## config.mk

```make
export PLATFORM = sky130hd
export DESIGN_NAME = rtca_alarm
export DESIGN_NICKNAME = d
export VERILOG_FILES = /design/src/verilog/rtca_pkg.sv /design/src/verilog/rtca_alarm.sv
export SDC_FILE = /design/constraint.sdc
export NUM_CORES = 1
export LEC_CHECK = 0
export ABC_AREA = 1
export BUFFER_PORTS_ARGS = -buffer_cell sky130_fd_sc_hd__clkbuf_2
export CAP_MARGIN = 20
export CORE_MARGIN = 2
export CORE_UTILIZATION = 56
export CTS_BUF_LIST = sky130_fd_sc_hd__clkbuf_16
export DETAILED_ROUTE_END_ITERATION = 8
export GPL_TIMING_DRIVEN = 0
export PLACE_DENSITY = 0.76
export SETUP_SLACK_MARGIN = 0.15
export SLEW_MARGIN = 20
export SYNTH_ARGS = -nofsm -noshare
export SYNTH_HDL_FRONTEND = slang
export SYNTH_SLANG_ARGS = --single-unit
export TNS_END_PERCENT = 100
```

## constraint.sdc

```tcl
create_clock -name core_clk -period 2.3 [get_ports core_clk]
set_clock_uncertainty 0.05 [all_clocks]
set_input_delay 0.345 -clock core_clk [delete_from_list [all_inputs] [get_ports core_clk]]
set_output_delay 0.345 -clock core_clk [all_outputs]
set_load 0.01 [all_outputs]
```

## src/verilog/rtca_pkg.sv

```systemverilog
// Constants, register map and bus carriers for the alarm timer block
package rtca_pkg;
   // Clock rates
   localparam int unsigned CORE_CLK_HZ = 200_000_000;
   localparam int unsigned RTC_OSC_HZ = 32_768;
   // Core cycles per oscillator cycle, rounded down
   localparam int unsigned RTC_TICK_CYCLES = CORE_CLK_HZ / RTC_OSC_HZ;

   localparam int ADDR_W = 8;
   // Register byte offsets
   localparam logic [7:0] OFS_CTRL = 8'h00;
   localparam logic [7:0] OFS_ALARM = 8'h04;
   localparam logic [7:0] OFS_TIMER = 8'h08;
   localparam logic [7:0] OFS_OSC = 8'h0c;
   localparam logic [7:0] OFS_STATUS = 8'h10;

   // Control register fields
   localparam int CTRL_ALARM_EN = 0;
   localparam int CTRL_AUTO_RESET = 1;
   localparam int CTRL_RUN = 2;
   localparam int CTRL_ROUTE_RESET = 3;
   localparam int CTRL_ROUTE_WAKE = 4;
   localparam int CTRL_ROUTE_IRQ = 5;
   localparam int CTRL_W = 6;
   localparam logic [5:0] CTRL_RESET_VAL = 6'h04;

   // Oscillator control fields
   localparam int OSC_XTAL_MODE = 0;
   localparam int OSC_AGC_EN = 1;
   localparam int OSC_BIAS_DOUBLE = 5;
   localparam int OSC_AMP_OK = 7;
   localparam logic [7:0] OSC_RESET_VAL = 8'h00;
   localparam logic [7:0] OSC_WR_MASK = 8'h23;

   // Status fields
   localparam int STAT_FLAG = 0;
   localparam int STAT_SEEN = 1;

   localparam logic [31:0] ALARM_RESET_VAL = 32'h0000_0000;
   localparam logic [31:0] TIMER_RESET_VAL = 32'h0000_0000;

   localparam logic [1:0] RESP_OKAY = 2'h0;
   localparam logic [1:0] RESP_SLVERR = 2'h2;

   typedef struct packed {
      logic [7:0] awaddr;
      logic awvalid;
      logic [31:0] wdata;
      logic [3:0] wstrb;
      logic wvalid;
      logic bready;
      logic [7:0] araddr;
      logic arvalid;
      logic rready;
   } rtca_axil_req_t;

   typedef struct packed {
      logic awready;
      logic wready;
      logic [1:0] bresp;
      logic bvalid;
      logic arready;
      logic [31:0] rdata;
      logic [1:0] rresp;
      logic rvalid;
   } rtca_axil_rsp_t;
endpackage
```

## src/verilog/rtca_alarm.sv

```systemverilog
// Alarm timer with match flag, auto-reset, event routing and oscillator controls
// Notes on behaviour
// - Alarm fires only on exact 32-bit equality
// - Auto-reset zeroes timer on the tick that raises the alarm
// - Alarm may drive reset, wake or interrupt
// - Writing enable low clears the flag
// - Re-enable without new match waits full wrap
// - Flag lasts at most one oscillator tick unless auto-reset runs with alarm zero
// - Without auto-reset the timer wraps freely
// - Bias doubling bit drives oscillator bias high
// - Gain control reduces drive once amplitude suffices
`timescale 1ns/1ps
module rtca_alarm #(
   parameter int unsigned TICK_CYCLES = rtca_pkg::RTC_TICK_CYCLES
) (
   input wire logic core_clk,
   input wire logic reset_n,
   input wire rtca_pkg::rtca_axil_req_t axi_req,
   output rtca_pkg::rtca_axil_rsp_t axi_rsp,
   input wire logic osc_amp_ok,
   output logic alarm_reset_req,
   output logic alarm_wake_req,
   output logic alarm_irq_req,
   output logic osc_bias_double,
   output logic osc_agc_enable,
   output logic osc_drive_reduce
);
   import rtca_pkg::*;

   logic [31:0] div_q, div_d;
   logic tick_q, tick_d;
   logic amp_meta_q, amp_sync_q;
   logic aw_hold_q, aw_hold_d, w_hold_q, w_hold_d;
   logic [7:0] aw_addr_q, aw_addr_d;
   logic [31:0] w_data_q, w_data_d;
   logic [3:0] w_strb_q, w_strb_d;
   rtca_axil_rsp_t rsp_q, rsp_d;
   logic [CTRL_W-1:0] ctrl_q, ctrl_d;
   logic [7:0] osc_q, osc_d;
   logic [31:0] alarm_q, alarm_d, timer_q, timer_d;
   logic flag_q, flag_d, seen_q, seen_d;
   logic rst_req_q, rst_req_d, wake_req_q, wake_req_d, irq_req_q, irq_req_d;
   logic agc_q, agc_d, bias_q, bias_d, reduce_q, reduce_d;
   logic wr_fire, match_w, fire_w;

   function automatic logic [31:0] merge(input logic [31:0] old, input logic [31:0] data,
                                         input logic [3:0] strb);
      logic [31:0] res;
      res = old;
      for (int i = 0; i < 4; i++) begin
         if (strb[i]) begin
            res[i*8 +: 8] = data[i*8 +: 8];
         end
      end
      return res;
   endfunction

   // Oscillator tick enable from the core clock
   always_comb begin
      tick_d = (div_q == 32'(TICK_CYCLES - 1));
      div_d = tick_d ? 32'h0 : div_q + 32'h1;
   end

   // Amplitude detector comes from the analog side
   always_ff @(posedge core_clk) begin
      if (!reset_n) begin
         amp_meta_q <= 1'b0;
         amp_sync_q <= 1'b0;
      end else begin
         amp_meta_q <= osc_amp_ok;
         amp_sync_q <= amp_meta_q;
      end
   end

   assign wr_fire = aw_hold_q && w_hold_q && !rsp_q.bvalid;
   assign match_w = (timer_q == alarm_q);
   assign fire_w = tick_q && ctrl_q[CTRL_RUN] && ctrl_q[CTRL_ALARM_EN] && match_w;

   // Bus slave: address and data taken in either order, one response each
   always_comb begin
      aw_hold_d = aw_hold_q;
      aw_addr_d = aw_addr_q;
      w_hold_d = w_hold_q;
      w_data_d = w_data_q;
      w_strb_d = w_strb_q;
      rsp_d = rsp_q;
      if (axi_req.awvalid && rsp_q.awready) begin
         aw_hold_d = 1'b1;
         aw_addr_d = axi_req.awaddr;
      end
      if (axi_req.wvalid && rsp_q.wready) begin
         w_hold_d = 1'b1;
         w_data_d = axi_req.wdata;
         w_strb_d = axi_req.wstrb;
      end
      if (rsp_q.bvalid && axi_req.bready) begin
         rsp_d.bvalid = 1'b0;
      end
      if (wr_fire) begin
         aw_hold_d = 1'b0;
         w_hold_d = 1'b0;
         rsp_d.bvalid = 1'b1;
         case (aw_addr_q)
            OFS_CTRL, OFS_ALARM, OFS_TIMER, OFS_OSC, OFS_STATUS: rsp_d.bresp = RESP_OKAY;
            default: rsp_d.bresp = RESP_SLVERR;
         endcase
      end
      rsp_d.awready = !aw_hold_d;
      rsp_d.wready = !w_hold_d;
      if (rsp_q.rvalid && axi_req.rready) begin
         rsp_d.rvalid = 1'b0;
      end
      if (axi_req.arvalid && rsp_q.arready) begin
         rsp_d.rvalid = 1'b1;
         rsp_d.rresp = RESP_OKAY;
         case (axi_req.araddr)
            OFS_CTRL: rsp_d.rdata = {26'h0, ctrl_q};
            OFS_ALARM: rsp_d.rdata = alarm_q;
            OFS_TIMER: rsp_d.rdata = timer_q;
            OFS_OSC: rsp_d.rdata = {24'h0, amp_sync_q, osc_q[6:0]};
            OFS_STATUS: rsp_d.rdata = {30'h0, seen_q, flag_q};
            default: begin
               rsp_d.rdata = 32'h0;
               rsp_d.rresp = RESP_SLVERR;
            end
         endcase
      end
      rsp_d.arready = !rsp_d.rvalid;
   end

   // Timer, alarm and oscillator state
   always_comb begin
      ctrl_d = ctrl_q;
      alarm_d = alarm_q;
      osc_d = osc_q;
      timer_d = timer_q;
      flag_d = flag_q;
      seen_d = seen_q;
      if (tick_q) begin
         flag_d = 1'b0;
         if (ctrl_q[CTRL_RUN]) begin
            if (fire_w) begin
               flag_d = 1'b1;
               timer_d = ctrl_q[CTRL_AUTO_RESET] ? 32'h0 : timer_q + 32'h1;
            end else begin
               // Timer moves past the match, so re-enabling waits a full wrap
               timer_d = timer_q + 32'h1;
            end
         end
      end
      if (wr_fire) begin
         case (aw_addr_q)
            OFS_CTRL: begin
               ctrl_d = CTRL_W'(merge({26'h0, ctrl_q}, w_data_q, w_strb_q));
               // Disable wins over a match in the same cycle, so no stale event leaks out
               if (!ctrl_d[CTRL_ALARM_EN]) begin
                  flag_d = 1'b0;
               end
            end
            OFS_ALARM: alarm_d = merge(alarm_q, w_data_q, w_strb_q);
            OFS_TIMER: timer_d = merge(timer_q, w_data_q, w_strb_q);
            OFS_OSC: begin
               if (w_strb_q[0]) begin
                  osc_d = w_data_q[7:0] & OSC_WR_MASK;
               end
            end
            OFS_STATUS: begin
               if (w_strb_q[0] && w_data_q[STAT_SEEN]) begin
                  seen_d = 1'b0;
               end
            end
            default: ;
         endcase
      end
      // Sticky copy lets slow software see a one-tick flag; set beats clear
      if (flag_d) begin
         seen_d = 1'b1;
      end
      rst_req_d = flag_d && ctrl_d[CTRL_ROUTE_RESET];
      wake_req_d = flag_d && ctrl_d[CTRL_ROUTE_WAKE];
      irq_req_d = flag_d && ctrl_d[CTRL_ROUTE_IRQ];
      bias_d = osc_d[OSC_BIAS_DOUBLE];
      // Gain control only acts in crystal mode, guarding a careless setting
      agc_d = osc_d[OSC_AGC_EN] && osc_d[OSC_XTAL_MODE];
      reduce_d = agc_d && amp_sync_q;
   end

   always_ff @(posedge core_clk) begin
      if (!reset_n) begin
         div_q <= 32'h0;
         tick_q <= 1'b0;
         aw_hold_q <= 1'b0;
         aw_addr_q <= 8'h0;
         w_hold_q <= 1'b0;
         w_data_q <= 32'h0;
         w_strb_q <= 4'h0;
         rsp_q <= '0;
         ctrl_q <= CTRL_RESET_VAL;
         alarm_q <= ALARM_RESET_VAL;
         osc_q <= OSC_RESET_VAL;
         timer_q <= TIMER_RESET_VAL;
         flag_q <= 1'b0;
         seen_q <= 1'b0;
         rst_req_q <= 1'b0;
         wake_req_q <= 1'b0;
         irq_req_q <= 1'b0;
         bias_q <= 1'b0;
         agc_q <= 1'b0;
         reduce_q <= 1'b0;
      end else begin
         div_q <= div_d;
         tick_q <= tick_d;
         aw_hold_q <= aw_hold_d;
         aw_addr_q <= aw_addr_d;
         w_hold_q <= w_hold_d;
         w_data_q <= w_data_d;
         w_strb_q <= w_strb_d;
         rsp_q <= rsp_d;
         ctrl_q <= ctrl_d;
         alarm_q <= alarm_d;
         osc_q <= osc_d;
         timer_q <= timer_d;
         flag_q <= flag_d;
         seen_q <= seen_d;
         rst_req_q <= rst_req_d;
         wake_req_q <= wake_req_d;
         irq_req_q <= irq_req_d;
         bias_q <= bias_d;
         agc_q <= agc_d;
         reduce_q <= reduce_d;
      end
   end

   assign axi_rsp = rsp_q;
   assign alarm_reset_req = rst_req_q;
   assign alarm_wake_req = wake_req_q;
   assign alarm_irq_req = irq_req_q;
   assign osc_bias_double = bias_q;
   assign osc_agc_enable = agc_q;
   assign osc_drive_reduce = reduce_q;

   // Checks
   logic [31:0] flag_age_q;
   always_ff @(posedge core_clk) begin
      if (!reset_n) begin
         flag_age_q <= 32'h0;
      end else begin
         flag_age_q <= flag_q ? flag_age_q + 32'h1 : 32'h0;
      end
   end
endmodule

```

[Word level (Yosys, flattened, before mapping)]
Index checks and enable logic that the tools add are counted.
Storage, ports and cells
  latch bits: 0
  ROM bits: 0
  memories kept: 0
  word-level logic and storage cells: 130
  input bits: 60
  register bits after elaboration: 203
  memory bits (writable): 0
Cells by class
  bitwise gates (word level): 1
  div/mod/pow operators: 0
  $add $sub $neg: 2
  order comparisons: 0
  muxes and demuxes: 39
  multiply operators: 0
  reduce and logical (&&, ||, !) cells: 36
  shift-type cells: 0
  eq/ne operators: 15
Operator list (count)
  $mux W32: 6
  $pmux W32 S5: 1
  $add A32 B1 Y32 const B: 2
  $mux W6: 8
  $eq A32 B13 Y1 const B: 1
  $eq A32 B32 Y1: 1
  $eq A8 B4 Y1 const B: 4
  $mux W8: 4
  $mux W1: 18
  $reduce_and A3 Y1: 6
  $eq A8 B3 Y1 const B: 2
  $eq A8 B5 Y1 const B: 2
  $logic_and A1 B1 Y1: 16
  $logic_not A8 Y1: 2
  $ne A3 B3 Y1 const B: 5
  $reduce_or A5 Y1: 2
  $reduce_bool A2 Y1: 4
  $logic_not A1 Y1: 4
  $mux W2: 2
  $reduce_and A2 Y1: 1
  $reduce_or A2 Y1: 1
  $not A1 Y1: 1

[Logic depth before layout (Yosys ltp)]
  depth in word-level cells: 11
  gate-level depth with buffers: 15
  gate-level depth less buffers: 14

[Worst setup path before layout]
OpenSTA, ideal clock, no wires.
  path kind: flip-flop to flip-flop
  start: reg div_q[0]
  end: reg div_q[26]
  stages on the path, launching flop included: 13
  library setup time: 56 ps
  slack: 572 ps
  buffers on the path: 0
  data arrival time: 1622 ps
  cell sequence: dfxtp_1 ha_1 nand2_1 nor2_2 nand2_2 nor2_4 nand3_2 nor2_2 nand2_1 nor3_2 xor2_1 nand2_1 inv_1
On the way
  longest elaborated chain between the ends: 2
  elaborated cells on any way between the ends: 3
  classes of those cells: add/sub (1); eq/ne (1); reduce/logical (1)
RTL lines
  start: declaration: RTL line rtca_alarm.sv:30  | logic [31:0] div_q, div_d;
  start signal: assignment: RTL line rtca_alarm.sv:211  | div_q <= div_d;
  parallel branches: the longest is 2 deep, another holds $add A32 B1 Y32
Several ways; the timed one is not identified.
A chain may end at the register's enable or synchronous reset.

[Worst setup path in the final report]
  start: reg timer_q[4]
  end: reg timer_q[16]
On the way
  longest elaborated chain between the ends: 7
  elaborated cells on any way between the ends: 9
  classes of those cells: add/sub (1); eq/ne (1); mux (6); reduce/logical (1)
RTL lines
  start: declaration: RTL line rtca_alarm.sv:40  | logic [31:0] alarm_q, alarm_d, timer_q, timer_d;
  start signal: assignment: RTL line rtca_alarm.sv:222  | timer_q <= timer_d;
  $add A32 B1 Y32 or $eq A32 B32 Y1 (tied branches): RTL line rtca_alarm.sv:144, rtca_alarm.sv:147, rtca_alarm.sv:76
  $mux W32 or $logic_and A1 B1 Y1 (tied branches): RTL line rtca_alarm.sv:144, rtca_alarm.sv:77
  $mux W32 *: RTL line rtca_alarm.sv:142  | if (fire_w) begin
  $mux W32 *: RTL line rtca_alarm.sv:141  | if (ctrl_q[CTRL_RUN]) begin
  $mux W32 *: RTL line rtca_alarm.sv:139  | if (tick_q) begin
  $mux W32: RTL line rtca_alarm.sv:152  | case (aw_addr_q)
  $mux W32 *: RTL line rtca_alarm.sv:151  | if (wr_fire) begin
Mark *: on every way between the ends. The rest lies on a longest branch, timed or not.

==> flow_metrics.tcl <==
set metrics [dict create \
    path_clk_slew_ns 0.07 \
    die_h_um 139 \
    cts_tree "done" \
    area_growth_pct 16.1 \
    tns_ns 0 \
    drive_gt1_share_pct 14.1 \
    numClockSinks 200 \
    synth_xor_area_share_pct 2.91 \
    hold_buffers 0 \
    synth_edf_count 0 \
    synth_warnings 0 \
    finalNetCount 1748 \
    clkPwrFrac_pct 42.9 \
    track_usage_pct 33.3 \
    post-route-min-period_ns 2.07 \
    htreeDepth 4 \
    yosysTopAreaCell "dfxtp_1" \
    path_class "flop to flop" \
    fillers 1693 \
    grt_antenna_before_repair 0 \
    port_buffers 103 \
    ios 107 \
    tightest_slew_ns 0.899 \
    synth-compound-area-share_pct 17.7 \
    async_flop_share_pct 0 \
    synth_top_family_by_area "simple AND/OR/NAND/NOR gates" \
    cp.required_ns 2.54 \
    syn_inst 1553 \
    yosysMostFrequentCell "nand2_1" \
    hp-class "input pin to flop" \
    diodes 0 \
    dieArea_mm2 0.0194 \
    slowest_delay_ns 0.40 \
    wire_per_inst_um 17.0 \
    report.final.slew_viol_count 0 \
    drtIter0Drc 1072 \
    dp_hpwl_um 25500 \
    drt_first_pass_iters 8 \
    p_sw_share_pct 25.9 \
    crit_fanout 10 \
    power.density_mw_per_mm2 591 \
    start_kind "flop" \
    path_common_cell "nand2_1" \
    synth-simple-area-share_pct 29.6 \
    drv_cap 0 \
    pwr-share-comb_pct 6.2 \
    p_leak_nw 4.90 \
    drt_wl_total_um 32700 \
    grt_pass1_vias 9828 \
    rsz0062_at_grt "true" \
    rows 49 \
    yosysSeqAreaShare_pct 39.1 \
    r2r_cells 14 \
    synthTopCellsByCount "364 x nand2_1, 200 x dfxtp_1, 191 x nor2_1" \
    p_switching_mw 1.82 \
    timing.fmax_ghz 0.482 \
    synth_area_mm2 0.0102 \
    multi_input_area_mm2 0.00535 \
    place_inst 1886 \
    start_util_pct 57.0 \
    synth.distinct_cells 41 \
    critPathCaptureType "flop" \
    hold_depth 3 \
    syn_avg_cell_area_um2 6.60 \
    synth_seq_cells 200 \
    path_cells "inv_1 -> nand2_1 -> nand2_1 -> nor2_1 -> nand2_1 -> nor2_1 -> nand2_1 -> nor2_2 -> nand3_2 -> clkbuf_4 -> nand2_1 -> nand2_1 -> nand2_1 -> a21oi_1" \
    intPower_mw 5.21 \
    core_mm2 0.0180 \
    r2r_setup_slack_ns 0.23 \
    sequentialPowerShare_pct 51.0 \
    clock_latency_ns 0.44 \
    synthAdderAreaFrac_pct 0.366 \
    viasPerCell 5.52 \
    crit_slowest_cell "dfxtp_2" \
    yosysTopAreaCellShare_pct 39.1 \
    grt_pass1_wl_um 51000 \
    globalRouteOverflowTotal 0 \
    synth_area_leaders "dfxtp_1 39%, nand2_1 13%, a21oi_1 8.4%, nor2_1 7.0%, o21ai_0 6.8%" \
    status "finished, final reports clean" \
    cts_buffers 17 \
    slew_headroom_pct 40.1 \
    place_congestion 0.980 \
    cts_buffer_depth 2 \
    synth_top_flop_cell "dfxtp_1" \
    clock-root-buffer "clkbuf_16" \
    hold_viol_final 0 \
    fin_crit_sh_pct 90.2 \
    peakVddDrop_v 0.000518 \
    drc 0 \
    ant_nets 0 \
    crit_arrival_ns 2.31 \
    synthMuxAreaShare_pct 0.293 \
    die_w_um 139 \
    fin_cells 1927 \
    regArea_mm2 0.00403 \
    vias 10637 \
    grt_max_degree 20 \
    setup_viol 0 \
]
## kinds of logic (layout without fill, tap and decap cells)
kind of cell             count (synthesis)  after routing
flip-flops                             200            200
XOR/XNOR                                34             34
AO/OA/AOI/OAI                          350            350
other                                    1              2
AND/OR/NAND/NOR                        706            706
buffers and inverters                  256            400
adder cells (fa/ha/maj)                  3              3
multiplexers                             3              3
## metrics by stage
step | cell area [µm²] | hold WS (ns) | worst slack [ns] | util [%] | power (mW)
after floorplan | 10200 | 0.340 | 0.572 | - | 3.91
after global placement | 11000 | 0.349 | 0.0338 | 61.5 | 4.07
after detailed placement | 11000 | 0.359 | 0.0328 | 61.5 | 4.08
after CTS | 11700 | 0.0292 | 0.174 | 65.0 | 7.05
after global routing | 11900 | 0.0580 | 0.0944 | 66.2 | 7.22
final | 11900 | 0.0330 | 0.226 | 66.2 | 7.03
## cells in the final DEF (no fill, tap or decap), types with 12 or more instances in the layout
| cell type | count |
|---|---|
| nor3_1 | 20 |
| xor2_1 | 29 |
| inv_1 | 179 |
| clkbuf_2 | 104 |
| o21ai_0 | 137 |
| nand3_1 | 48 |
| dfxtp_1 | 186 |
| clkbuf_1 | 41 |
| nor2_4 | 12 |
| buf_4 | 20 |
| nor2_1 | 183 |
| nand4_1 | 33 |
| o22ai_1 | 28 |
| a21oi_1 | 172 |
| nand2_1 | 361 |
| clkbuf_16 | 17 |
## final cells by class
type	instances	share of cell area (%)
Buffer	69	2.82
Sequential cell	200	33.9
Timing Repair Buffer	112	5.01
Inverter	187	5.90
Clock buffer	17	3.58
Clock inverter	15	1.36
Multi-Input combinational cell	1098	45.0
Tap cell	229	2.41
## critical path, delay by kind of cell, from the launching register on
| kind | cells | cell delay (ns) |
|---|---|---|
| AOI/OAI and AO/OA | 1 | 0.05 |
| buffers and inverters | 2 | 0.36 |
| DFF | 1 | 0.40 |
| and+or+nand+nor | 11 | 1.07 |
## per-layer routing
metal  vias up  track usage, %  wire (µm)
met5         -               0          0
met4         0            13.2       1160
met3        70            4.16       2590
met2       462            54.7      14900
met1      4805            44.8      14000
li1       5300               -          -
## state kept, by name, indices dropped and copies added, names as in the netlist, 3 cells and up
| register | cells |
|---|---|
| axi_rsp | 39 |
| alarm_q | 32 |
| div_q | 32 |
| timer_q | 32 |
| w_data_q | 32 |
| aw_addr_q | 8 |
| ctrl_q | 6 |
| w_strb_q | 4 |
| osc_q | 3 |
## path summary, 6_finish.rpt
path	startpoint	end
max	timer_q[4]	timer_q[16]
min	osc_amp_ok	amp_meta_q
max reg2reg	timer_q[4]	timer_q[16]
min reg2reg	amp_meta_q	amp_sync_q
## power groups by stage
stage,registers (mW),clock network (mW),logic (mW)
6_report,3.58,3.01,0.434
5_1_grt,3.59,3.15,0.484
4_1_cts,3.58,3.04,0.430
3_5_place_dp,3.66,0,0.421
3_3_place_gp,3.66,0,0.412
2_1_floorplan,3.65,0,0.257
## what timing repair did
| action | in CTS | in global routing |
|---|---|---|
| pin swaps | 1 | 10 |
| setup buffers | 2 | 7 |
| setup endpoints to repair | 26 | 69 |
| resized for setup | 8 | 59 |
(Power assumes the default switching activity.)
